$ cat src/five_stage_preset_pkg.sv
// Constants and types shared by the five-stage preset shifter
package five_stage_preset_pkg;

	localparam int          STAGE_COUNT  = 5;
	localparam logic [4:0]  STAGES_RESET = 5'h00;
	localparam logic [4:0]  STAGES_CLEAR = 5'h00;

	// Stage positions in the stage vector, first stage at bit zero
	localparam int FIRST_IDX  = 0;
	localparam int SECOND_IDX = 1;
	localparam int THIRD_IDX  = 2;
	localparam int FOURTH_IDX = 3;
	localparam int FIFTH_IDX  = 4;

	// Layout of the synchronised pin vector
	localparam int PIN_COUNT     = 9;
	localparam int PIN_SERIAL    = 0;
	localparam int PIN_SET_LO    = 1;
	localparam int PIN_SET_HI    = 5;
	localparam int PIN_SET_EN    = 6;
	localparam int PIN_CLEAR_N   = 7;
	localparam int PIN_SHIFT_CLK = 8;
	// Shift clock bit resets high, so a clock already high at release is no edge
	localparam logic [8:0] PINS_RESET = 9'h100;

	// Shift clock edge detector, one-hot
	typedef enum logic [2:0] {
		EDGE_WAIT_LOW = 3'h1,
		EDGE_LOW      = 3'h2,
		EDGE_HIGH     = 3'h4
	} edge_state_t;

endpackage

$ cat src/pin_sync2.sv
// Two flip-flop synchroniser for a vector of asynchronous pins
`timescale 1ns/10ps
module pin_sync2 #(
	parameter int         WIDTH    = 1,
	parameter logic [WIDTH-1:0] RST_VAL = '0
) (
	input  wire logic             clk,
	input  wire logic             rst_n,
	input  wire logic [WIDTH-1:0] d,
	output logic      [WIDTH-1:0] q
);

	logic [WIDTH-1:0] meta_q;
	logic [WIDTH-1:0] meta_d;
	logic [WIDTH-1:0] sync_q;
	logic [WIDTH-1:0] sync_d;

	always_comb begin
		meta_d = d;
		sync_d = meta_q;
	end

	always_ff @(posedge clk or negedge rst_n) begin
		if (!rst_n) begin
			meta_q <= RST_VAL;
			sync_q <= RST_VAL;
		end else begin
			meta_q <= meta_d;
			sync_q <= sync_d;
		end
	end

	assign q = sync_q;

endmodule

$ cat src/five_stage_preset_shifter.sv
// Five-stage serial-in parallel-out shift register with per-stage preset
`timescale 1ns/10ps

module five_stage_preset_shifter
(
	input  wire logic                                          MCLK,
	input  wire logic                                          RESETN,
	input  wire logic                                          SHIFT_CLK,
	input  wire logic                                          CLEAR_N,
	input  wire logic                                          SET_ENABLE,
	input  wire logic [five_stage_preset_pkg::STAGE_COUNT-1:0] SET_LINES,
	input  wire logic                                          SERIAL_IN,
	output logic                                               FIRST_STAGE_OUT,
	output logic                                               SECOND_STAGE_OUT,
	output logic                                               THIRD_STAGE_OUT,
	output logic                                               FOURTH_STAGE_OUT,
	output logic                                               FIFTH_STAGE_OUT
);

	import five_stage_preset_pkg::*;

	////////////////////////////////////////////////////////////////////////
	// Pin synchronisation

	logic [PIN_COUNT-1:0]   pins_raw;
	logic [PIN_COUNT-1:0]   pins_sync;
	logic                   shift_clk_s;
	logic                   clear_n_s;
	logic                   set_en_s;
	logic [STAGE_COUNT-1:0] set_lines_s;
	logic                   serial_s;

	always_comb begin
		pins_raw                           = PINS_RESET;
		pins_raw[PIN_SERIAL]               = SERIAL_IN;
		pins_raw[PIN_SET_HI:PIN_SET_LO]    = SET_LINES;
		pins_raw[PIN_SET_EN]               = SET_ENABLE;
		pins_raw[PIN_CLEAR_N]              = CLEAR_N;
		pins_raw[PIN_SHIFT_CLK]            = SHIFT_CLK;
	end

	pin_sync2 #(
		.WIDTH   (PIN_COUNT),
		.RST_VAL (PINS_RESET)
	) pin_sync2_inst (
		.clk   (MCLK),
		.rst_n (RESETN),
		.d     (pins_raw),
		.q     (pins_sync)
	);

	assign serial_s    = pins_sync[PIN_SERIAL];
	assign set_lines_s = pins_sync[PIN_SET_HI:PIN_SET_LO];
	assign set_en_s    = pins_sync[PIN_SET_EN];
	assign clear_n_s   = pins_sync[PIN_CLEAR_N];
	assign shift_clk_s = pins_sync[PIN_SHIFT_CLK];

	////////////////////////////////////////////////////////////////////////
	// Shift clock rising edge detection

	edge_state_t edge_q;
	edge_state_t edge_d;
	logic        shift_rise;

	// A clock already high at reset release is not taken as an edge
	always_comb begin
		edge_d     = edge_q;
		shift_rise = 1'b0;
		case (edge_q)
			EDGE_WAIT_LOW: begin
				if (!shift_clk_s) begin
					edge_d = EDGE_LOW;
				end
			end
			EDGE_LOW: begin
				if (shift_clk_s) begin
					edge_d     = EDGE_HIGH;
					shift_rise = 1'b1;
				end
			end
			EDGE_HIGH: begin
				if (!shift_clk_s) begin
					edge_d = EDGE_LOW;
				end
			end
			default: begin
				edge_d = EDGE_WAIT_LOW;
			end
		endcase
	end

	always_ff @(posedge MCLK or negedge RESETN) begin
		if (!RESETN) begin
			edge_q <= EDGE_WAIT_LOW;
		end else begin
			edge_q <= edge_d;
		end
	end

	////////////////////////////////////////////////////////////////////////
	// Stage chain

	// One register per stage, first stage nearest the serial input
	logic                   first_q;
	logic                   first_d;
	logic                   second_q;
	logic                   second_d;
	logic                   third_q;
	logic                   third_d;
	logic                   fourth_q;
	logic                   fourth_d;
	logic                   fifth_q;
	logic                   fifth_d;
	logic [STAGE_COUNT-1:0] set_hits;
	logic                   shift_go;

	// Preset beats clear, clear beats shift, otherwise hold
	function automatic logic stage_next(
		input logic cur,
		input logic prev,
		input logic shift,
		input logic clr_n,
		input logic clr_val,
		input logic set_hit
	);
		logic v;
		v = cur;
		if (shift) begin
			v = prev;
		end
		if (!clr_n) begin
			v = clr_val;
		end
		if (set_hit) begin
			v = 1'b1;
		end
		return v;
	endfunction

	// Set-enable high freezes shifting, so presets never race a shift
	always_comb begin
		set_hits = set_lines_s & {STAGE_COUNT{set_en_s}};
		shift_go = shift_rise & ~set_en_s;
		first_d = stage_next(
			first_q,
			serial_s,
			shift_go,
			clear_n_s,
			STAGES_CLEAR[FIRST_IDX],
			set_hits[FIRST_IDX]
		);

		second_d = stage_next(
			second_q,
			first_q,
			shift_go,
			clear_n_s,
			STAGES_CLEAR[SECOND_IDX],
			set_hits[SECOND_IDX]
		);

		third_d = stage_next(
			third_q,
			second_q,
			shift_go,
			clear_n_s,
			STAGES_CLEAR[THIRD_IDX],
			set_hits[THIRD_IDX]
		);

		fourth_d = stage_next(
			fourth_q,
			third_q,
			shift_go,
			clear_n_s,
			STAGES_CLEAR[FOURTH_IDX],
			set_hits[FOURTH_IDX]
		);

		// Old fifth stage value drops off the end
		fifth_d = stage_next(
			fifth_q,
			fourth_q,
			shift_go,
			clear_n_s,
			STAGES_CLEAR[FIFTH_IDX],
			set_hits[FIFTH_IDX]
		);
	end

	always_ff @(posedge MCLK or negedge RESETN) begin
		if (!RESETN) begin
			first_q  <= STAGES_RESET[FIRST_IDX];
			second_q <= STAGES_RESET[SECOND_IDX];
			third_q  <= STAGES_RESET[THIRD_IDX];
			fourth_q <= STAGES_RESET[FOURTH_IDX];
			fifth_q  <= STAGES_RESET[FIFTH_IDX];
		end else begin
			first_q  <= first_d;
			second_q <= second_d;
			third_q  <= third_d;
			fourth_q <= fourth_d;
			fifth_q  <= fifth_d;
		end
	end

	////////////////////////////////////////////////////////////////////////
	// Parallel outputs

	assign FIRST_STAGE_OUT  = first_q;
	assign SECOND_STAGE_OUT = second_q;
	assign THIRD_STAGE_OUT  = third_q;
	assign FOURTH_STAGE_OUT = fourth_q;
	assign FIFTH_STAGE_OUT  = fifth_q;

endmodule

$ cat config.mk
export PLATFORM = sky130hd
export DESIGN_NAME = five_stage_preset_shifter
export DESIGN_NICKNAME = d
export VERILOG_FILES = /design/src/five_stage_preset_pkg.sv /design/src/pin_sync2.sv /design/src/five_stage_preset_shifter.sv
export SDC_FILE = /design/constraint.sdc
export NUM_CORES = 1
export LEC_CHECK = 0
export BUFFER_PORTS_ARGS = -buffer_cell sky130_fd_sc_hd__buf_2
export CAP_MARGIN = 15
export CORE_MARGIN = 2
export CORE_UTILIZATION = 42
export CTS_CLUSTER_SIZE = 30
export DETAILED_ROUTE_END_ITERATION = 12
export GPL_TIMING_DRIVEN = 0
export REMOVE_ABC_BUFFERS = 1
export SETUP_SLACK_MARGIN = 0.5
export SYNTH_ARGS = -nofsm -noshare
export SYNTH_HDL_FRONTEND = slang
export SYNTH_SLANG_ARGS = --single-unit
$ cat constraint.sdc
create_clock -name MCLK -period 3.2 [get_ports MCLK]
set_input_delay 0.16 -clock MCLK [delete_from_list [all_inputs] [get_ports MCLK]]
set_output_delay 0.16 -clock MCLK [all_outputs]
set_load 0.005 [all_outputs]
==> results.py, run 1 <==
metrics = {
    "hold_path": {
        "hold_path_class": "input port to asynchronous set/reset pin",
    },
    "sta": {
        "worst_pin_slew_ps": 537.3,
        "slew_violations": 0,
        "finalCritPeriodShare": 0.4119,
        "setup_tns_ps": 0,
        "fmax_mhz": 758.6,
        "finalHoldViolations": 0,
        "setup_violations": 0,
        "rsz0062_at_grt": "false",
        "period_needed_ps": 1318,
        "finalClockSkew_ps": 2.960,
        "slew_headroom": 0.6418,
    },
    "clock_tree": {
        "cts_resized": 0,
        "cts_max_path_buffers": 2,
        "clk_pin_slew_worst_paths_ps": 130,
        "cts_sinks": 26,
        "numCtsBuffers": 3,
        "cts_root_buffer": "clkbuf_4",
        "htreeDepth": 1,
        "clk_latency_ps": 310,
        "cts_tree": "built",
    },
    "detailed_routing": {
        "route.detailed.wl_per_inst_um": 11.33,
        "drt-vias-per-instance": 4.903,
        "drc": 0,
        "drtIter0Drc": 5,
        "wirelength_mm": 1.280,
        "drtPass1Iterations": 3,
        "postRouteAntennaNets": 0,
        "vias": 554,
    },
    "critical_path": {
        "cp.arrival_ps": 1560,
        "crit_type": "flip-flop to flip-flop",
        "required_ps": 3440,
        "cp-start-kind": "flip-flop",
        "end_kind": "flip-flop",
        "crit_fanout": 10,
        "r2r_cells": 3,
    },
    "yosys": {
        "synth_common_cells": "23 x dfrtp_1, 5 x a2bb2oi_1, 5 x nand2_1, 5 x nand4_1, 5 x o211ai_1",
        "async_flop_share": 1.000,
        "synth_top_cell_by_area": "dfrtp_1",
        "yosys_warnings": 0,
        "yosysMostFrequentCell": "dfrtp_1",
        "synth-xor-area-share": 0.01947,
        "muxShareOfSynthArea": 0.01113,
        "synth_top_area_frac": 0.6398,
        "yosysSeqAreaShare": 0.7274,
        "synth-seq-cells": 26,
        "syn_area_um2": 899.6,
        "yosys_most_used_dff": "dfrtp_1",
        "syn-instance-count": 59,
        "synthSimpleGateAreaFrac": 0.1168,
        "synth_edf_count": 0,
        "synth_compound_area_frac": 0.1071,
        "synth_top_family_by_area": "simple AND/OR/NAND/NOR gates",
        "synth.area.top_cells": "dfrtp_1 64%, dfstp_2 8.8%, a2bb2oi_1 4.9%",
        "synth-adder-area-share": 0,
        "synth.distinct_cells": 17,
        "synth.avg_cell_area_um2": 15.25,
    },
    "power": {
        "p_seq_frac": 0.537,
        "power_leakage_nw": 0.4969,
        "vdd_drop_max_mv": 0.3308,
        "switching_share": 0.2455,
        "power_frac_clock": 0.280,
        "p_int_w": 0.0005835,
        "power_frac_comb": 0.183,
        "switching_power_w": 0.0001899,
        "powerDensity_nw_per_um2": 675.5,
    },
    "placement": {
        "port_buffers": 15,
        "gp_congestion": 0.7685,
        "dpl.hpwl_um": 847.3,
    },
    "grt": {
        "grt_overflow": 0,
        "grt_usage": 0.1272,
        "grt_pass1_vias": 534,
        "grt_max_degree": 27,
        "antenna_found_initial": 0,
        "grt_pass1_wl_mm": 2.352,
    },
    "floorplanning": {
        "io_pins": 16,
        "rows": 16,
        "dieArea_um2": 2528,
        "initial_core_util": 0.4539,
        "die_w_um": 50.28,
        "chipHeight_um": 50.28,
        "core_um2": 1982,
    },
    "outcome": {
        "status": "finished, final reports clean",
    },
    "finish": {
        "drive_gt1_frac": 0.2907,
        "area_growth_pct": 27.26,
        "antennaDiodeCount": 0,
        "final_core_util": 0.5777,
        "fin_nets": 98,
    },
    "job": {
        "drv_cap": 0,
    },
}
[state kept, by name, indices dropped and copies added (netlist names)]
register and cells:
FIRST_STAGE_OUT 1, THIRD_STAGE_OUT 1, FOURTH_STAGE_OUT 1, SECOND_STAGE_OUT 1, pin_sync2_inst.q 9, edge_q 3
FIFTH_STAGE_OUT 1, pin_sync2_inst.meta_q 9
[routing by layer]
metal / share of wire / global-route usage / vias up
met3: 0.052 / 0.05357 / 2
li1: - / - / 266
met4: 0.0094 / 0.04167 / 0
met5: 0 / 0 / -
met1: 0.49 / 0.1637 / 270
met2: 0.45 / 0.1930 / 16
[final timing paths]
kind                                                         start                                 end  slack, ps
worst max-delay path                 pin_sync2_inst.q[8]$_DFF_PN1_         THIRD_STAGE_OUT$_DFFE_PN0P_       1880
worst min-delay path                                        RESETN       pin_sync2_inst.q[0]$_DFF_PN0_        340
worst max register to register       pin_sync2_inst.q[8]$_DFF_PN1_         THIRD_STAGE_OUT$_DFFE_PN0P_       1880
worst min register to register  pin_sync2_inst.meta_q[4]$_DFF_PN0_       pin_sync2_inst.q[4]$_DFF_PN0_        360
max in group asynchronous                                   RESETN  pin_sync2_inst.meta_q[8]$_DFF_PN1_       2500
min in group MCLK               pin_sync2_inst.meta_q[4]$_DFF_PN0_       pin_sync2_inst.q[4]$_DFF_PN0_        360
[critical path, cell delays in order, from the launching register on]
cell and delay (ps):
dfstp_2 580, nor3b_4 400, nand4_1 150, o211ai_1 110
[per-stage QoR]
stage / cells / setup WS (ps) / instance area, um2 / hold WS (ps) / power [W]
after global routing: 113 / 1757 / 1145 / 375.4 / 0.0008229
after CTS: 113 / 1875 / 1145 / 357.3 / 0.0007826
after floorplan: 57 / 2057 / 883.3 / -135.6 / 0.0005094
final: 113 / 1882 / 1145 / 337.2 / 0.0007734
after detailed placement: 99 / 1927 / 992.2 / 175.0 / 0.0005549
after global placement: 99 / 1962 / 992.2 / 169.0 / 0.0005497
[final cells by class]
cell class | count | area [um2]
multi-input combinational | 31 | 229.0
fill | 166 | 837.1
clock inverter | 1 | 30.03
clock buffer | 3 | 22.52
timing repair buffer | 25 | 175.2
sequential | 26 | 654.4
tap | 27 | 33.78
[power by group through the flow]
stage          Sequential [W]  Combinational (W)  Clock, W
3_3_place_gp         0.000420           0.000129         0
2_1_floorplan        0.000417          0.0000927         0
3_5_place_dp         0.000422           0.000133         0
4_1_cts              0.000416           0.000143  0.000224
6_report             0.000416           0.000141  0.000216
5_1_grt              0.000424           0.000158  0.000241
[placed cells by master, fill, tap and decap left out]
cell and instances:
o211ai_1 5, dfrtp_1 23, nor2b_4 1, nor3b_1 2
xor2_1 1, nor3b_4 1, xnor2_1 1, a2bb2oi_1 5
o21ba_2 1, nor2_1 2, mux2i_1 1, buf_2 15
nand2_1 5, dlygate4sd3_1 10, bufinv_16 1, dfstp_2 3
clkbuf_4 3, nand4_1 5, a21oi_1 1
[logic make-up after synthesis]
logic type,Yosys count
xor gates and xnor gates,2
and+or+nand+nor,16
muxes,1
AOI/OAI and AO/OA,12
DFF,26
buffers and inverters,2
[repair_timing]
action / CTS / global route
endpoints found under the hold margin: 32 / 0
hold buffers: 10 / 0
setup buffers: 0 / 0
Note: power is estimated with default switching activity, not from simulation.
==> run 2, diff against run 1 <==
==> constraint.sdc (replaced) <==
create_clock -name MCLK -period 1.3 [get_ports MCLK]
set_input_delay 0.065 -clock MCLK [delete_from_list [all_inputs] [get_ports MCLK]]
set_output_delay 0.065 -clock MCLK [all_outputs]
set_load 0.005 [all_outputs]
==> results.py, run 2 (synthesis gave the netlist of run 1 again) <==
metrics = {
    "power": {
        "power_frac_comb": 0.203,
        "power_frac_clock": 0.269,
        "powerDensity_nw_per_um2": 1619,
        "switching_power_w": 0.0004987,
        "vdd_drop_max_mv": 0.8324,
        "p_int_w": 0.001474,
        "power_leakage_nw": 0.5273,
        "p_seq_frac": 0.528,
        "switching_share": 0.2528,
    },
    "sta": {
        "fmax_mhz": 812.4,
        "finalHoldViolations": 0,
        "worst_pin_slew_ps": 539.6,
        "hold_ws_ps": 246.0,
        "setup_violations": 0,
        "slew_violations": 0,
        "rsz0062_at_grt": "true",
        "finalCritPeriodShare": 0.9469,
        "finalClockSkew_ps": 3.406,
        "period_needed_ps": 1231,
        "setup_tns_ps": 0,
        "worst_slack_ps": 69.05,
        "slew_headroom": 0.6402,
    },
    "critical_path": {
        "crit-reg2reg-capture": "edge_q[0]$_DFFE_PN1P_",
        "crit_fanout": 3,
        "reg2reg_from": "pin_sync2_inst.q[8]$_DFF_PN1_",
        "cp.arrival_ps": 1490,
        "end_kind": "flip-flop",
        "crit_type": "flip-flop to flip-flop",
        "slowest_stage": "dfstp_2",
        "r2r_slack_ps": 70,
        "path_delay_family": "flip-flops",
        "path_buf_inv": 3,
        "r2r_cells": 6,
        "required_ps": 1560,
        "cp-start-kind": "flip-flop",
        "crit_top_cell": "buf_6",
        "cp_cell_sequence": "buf_4 -> buf_6 -> buf_6 -> nor3b_2 -> o21ba_2 -> a21oi_2",
        "max_stage_delay_ps": 570,
    },
    "placement": {
        "place_area_um2": 992.2,
        "gp_congestion": 0.7685,
        "dpl.hpwl_um": 847.3,
        "place_ws_ps": 26.64,
        "port_buffers": 15,
        "placedCellCount": 99,
    },
    "clock_tree": {
        "cts_max_path_buffers": 2,
        "cts_root_buffer": "clkbuf_4",
        "numCtsBuffers": 3,
        "cts_sinks": 26,
        "clk_latency_ps": 310,
        "cts_tree": "built",
        "htreeDepth": 1,
        "clk_pin_slew_worst_paths_ps": 130,
    },
    "detailed_routing": {
        "route.detailed.wl_per_inst_um": 11.86,
        "drtPass1Iterations": 4,
        "drc": 0,
        "wirelength_mm": 1.400,
        "vias": 574,
        "drt-vias-per-instance": 4.864,
        "drtIter0Drc": 3,
        "postRouteAntennaNets": 0,
    },
    "finish": {
        "drive_gt1_frac": 0.3736,
        "area_growth_pct": 35.47,
        "layout_common_cells": "22 x dfrtp_1, 15 x buf_2, 10 x dlygate4sd3_1",
        "antennaDiodeCount": 0,
        "design_area_um2": 1219,
        "layout.cells.most_common": "dfrtp_1",
        "finalNonFillerCells": 118,
        "fin_nets": 103,
        "fill_cells": 159,
    },
    "grt": {
        "grt_overflow": 0,
        "grt_max_degree": 27,
        "grt_pass1_wl_mm": 2.504,
        "antenna_found_initial": 0,
        "grt_pass1_vias": 556,
        "grt_usage": 0.1362,
    },
    "floorplanning": {
        "core_um2": 1982,
        "chipHeight_um": 50.28,
        "initial_core_util": 0.4539,
        "dieArea_um2": 2528,
        "rows": 16,
        "io_pins": 16,
        "die_w_um": 50.28,
    },
    "outcome": {
        "status": "finished, final reports clean",
    },
    "hold_path": {
        "hold_path_class": "input port to asynchronous set/reset pin",
    },
    "job": {
        "drv_cap": 0,
    },
}
run 2: cell types whose count changed in the layout (fill, tap and decap cells not counted), sizes merged:
| cell | change |
|---|---|
| buf | +4 |
| nor2b | +1 |
run 2: worst register-to-register path, delay by kind of cell, from the launching register on:
kind,cells,cell delay [ps]
AND/OR/NAND/NOR,1,30
flip-flops,1,570
buffers and inverters,3,280
AO/OA/AOI/OAI,2,310
run 2: cell type report:
cell class              instances  area (um2)  area share
flip-flops and latches         26       655.6      0.5380
clock inverters                 1       30.03     0.02464
multi-input cells              32       251.5      0.2064
clock buffers                   3       22.52     0.01848
well taps                      27       33.78     0.02772
repair buffers                 29       225.2      0.1848
run 2: worst max-delay path by stage:
stage / start / end / slack, ps / cells after the start
floorplan: pin_sync2_inst.q[8]$_DFF_PN1_ / FIFTH_STAGE_OUT$_DFFE_PN0P_ / 160 / 3
global placement: pin_sync2_inst.q[8]$_DFF_PN1_ / SECOND_STAGE_OUT$_DFFE_PN0P_ / 60 / 3
detailed placement: pin_sync2_inst.q[8]$_DFF_PN1_ / FIRST_STAGE_OUT$_DFFE_PN0P_ / 30 / 3
CTS: pin_sync2_inst.q[8]$_DFF_PN1_ / THIRD_STAGE_OUT$_DFFE_PN0P_ / 80 / 4
global route: pin_sync2_inst.q[8]$_DFF_PN1_ / THIRD_STAGE_OUT$_DFFE_PN0P_ / -2 / 4
finish: pin_sync2_inst.q[8]$_DFF_PN1_ / edge_q[0]$_DFFE_PN1P_ / 70 / 6
run 2: repair_timing:
| action | in CTS | in global routing |
|---|---|---|
| buffers inserted | 3 | 1 |
| hold endpoints to repair | 32 | 0 |
| setup endpoints to repair | 13 | 13 |
| hold buffers | 10 | 0 |
| pin swaps | 0 | 1 |
| resized for setup | 5 | 1 |
| gates cloned | 1 | 0 |
run 2: power by group through the flow:
stage | Sequential (W) | Combinational, W | Clock [W]
2_1_floorplan | 0.00103 | 0.000228 | 0
3_3_place_gp | 0.00103 | 0.000319 | 0
3_5_place_dp | 0.00104 | 0.000328 | 0
4_1_cts | 0.00104 | 0.000401 | 0.000552
5_1_grt | 0.00106 | 0.000446 | 0.000592
6_report | 0.00104 | 0.000400 | 0.000531
run 2: layer usage:
metal / vias to the layer above / part of all wire / GRT usage
met5: - / 0 / 0
met4: 0 / 0.0086 / 0.04167
met3: 2 / 0.039 / 0.05357
met2: 14 / 0.47 / 0.2149
met1: 278 / 0.49 / 0.1716
li1: 280 / - / -
run 2: stage by stage:
stage / utilization / total power, W
floorplan: - / 0.001254
global placement: 0.5006 / 0.001353
detailed placement: 0.5006 / 0.001366
CTS: 0.6092 / 0.001996
global route: 0.6149 / 0.002101
finish: 0.6149 / 0.001972
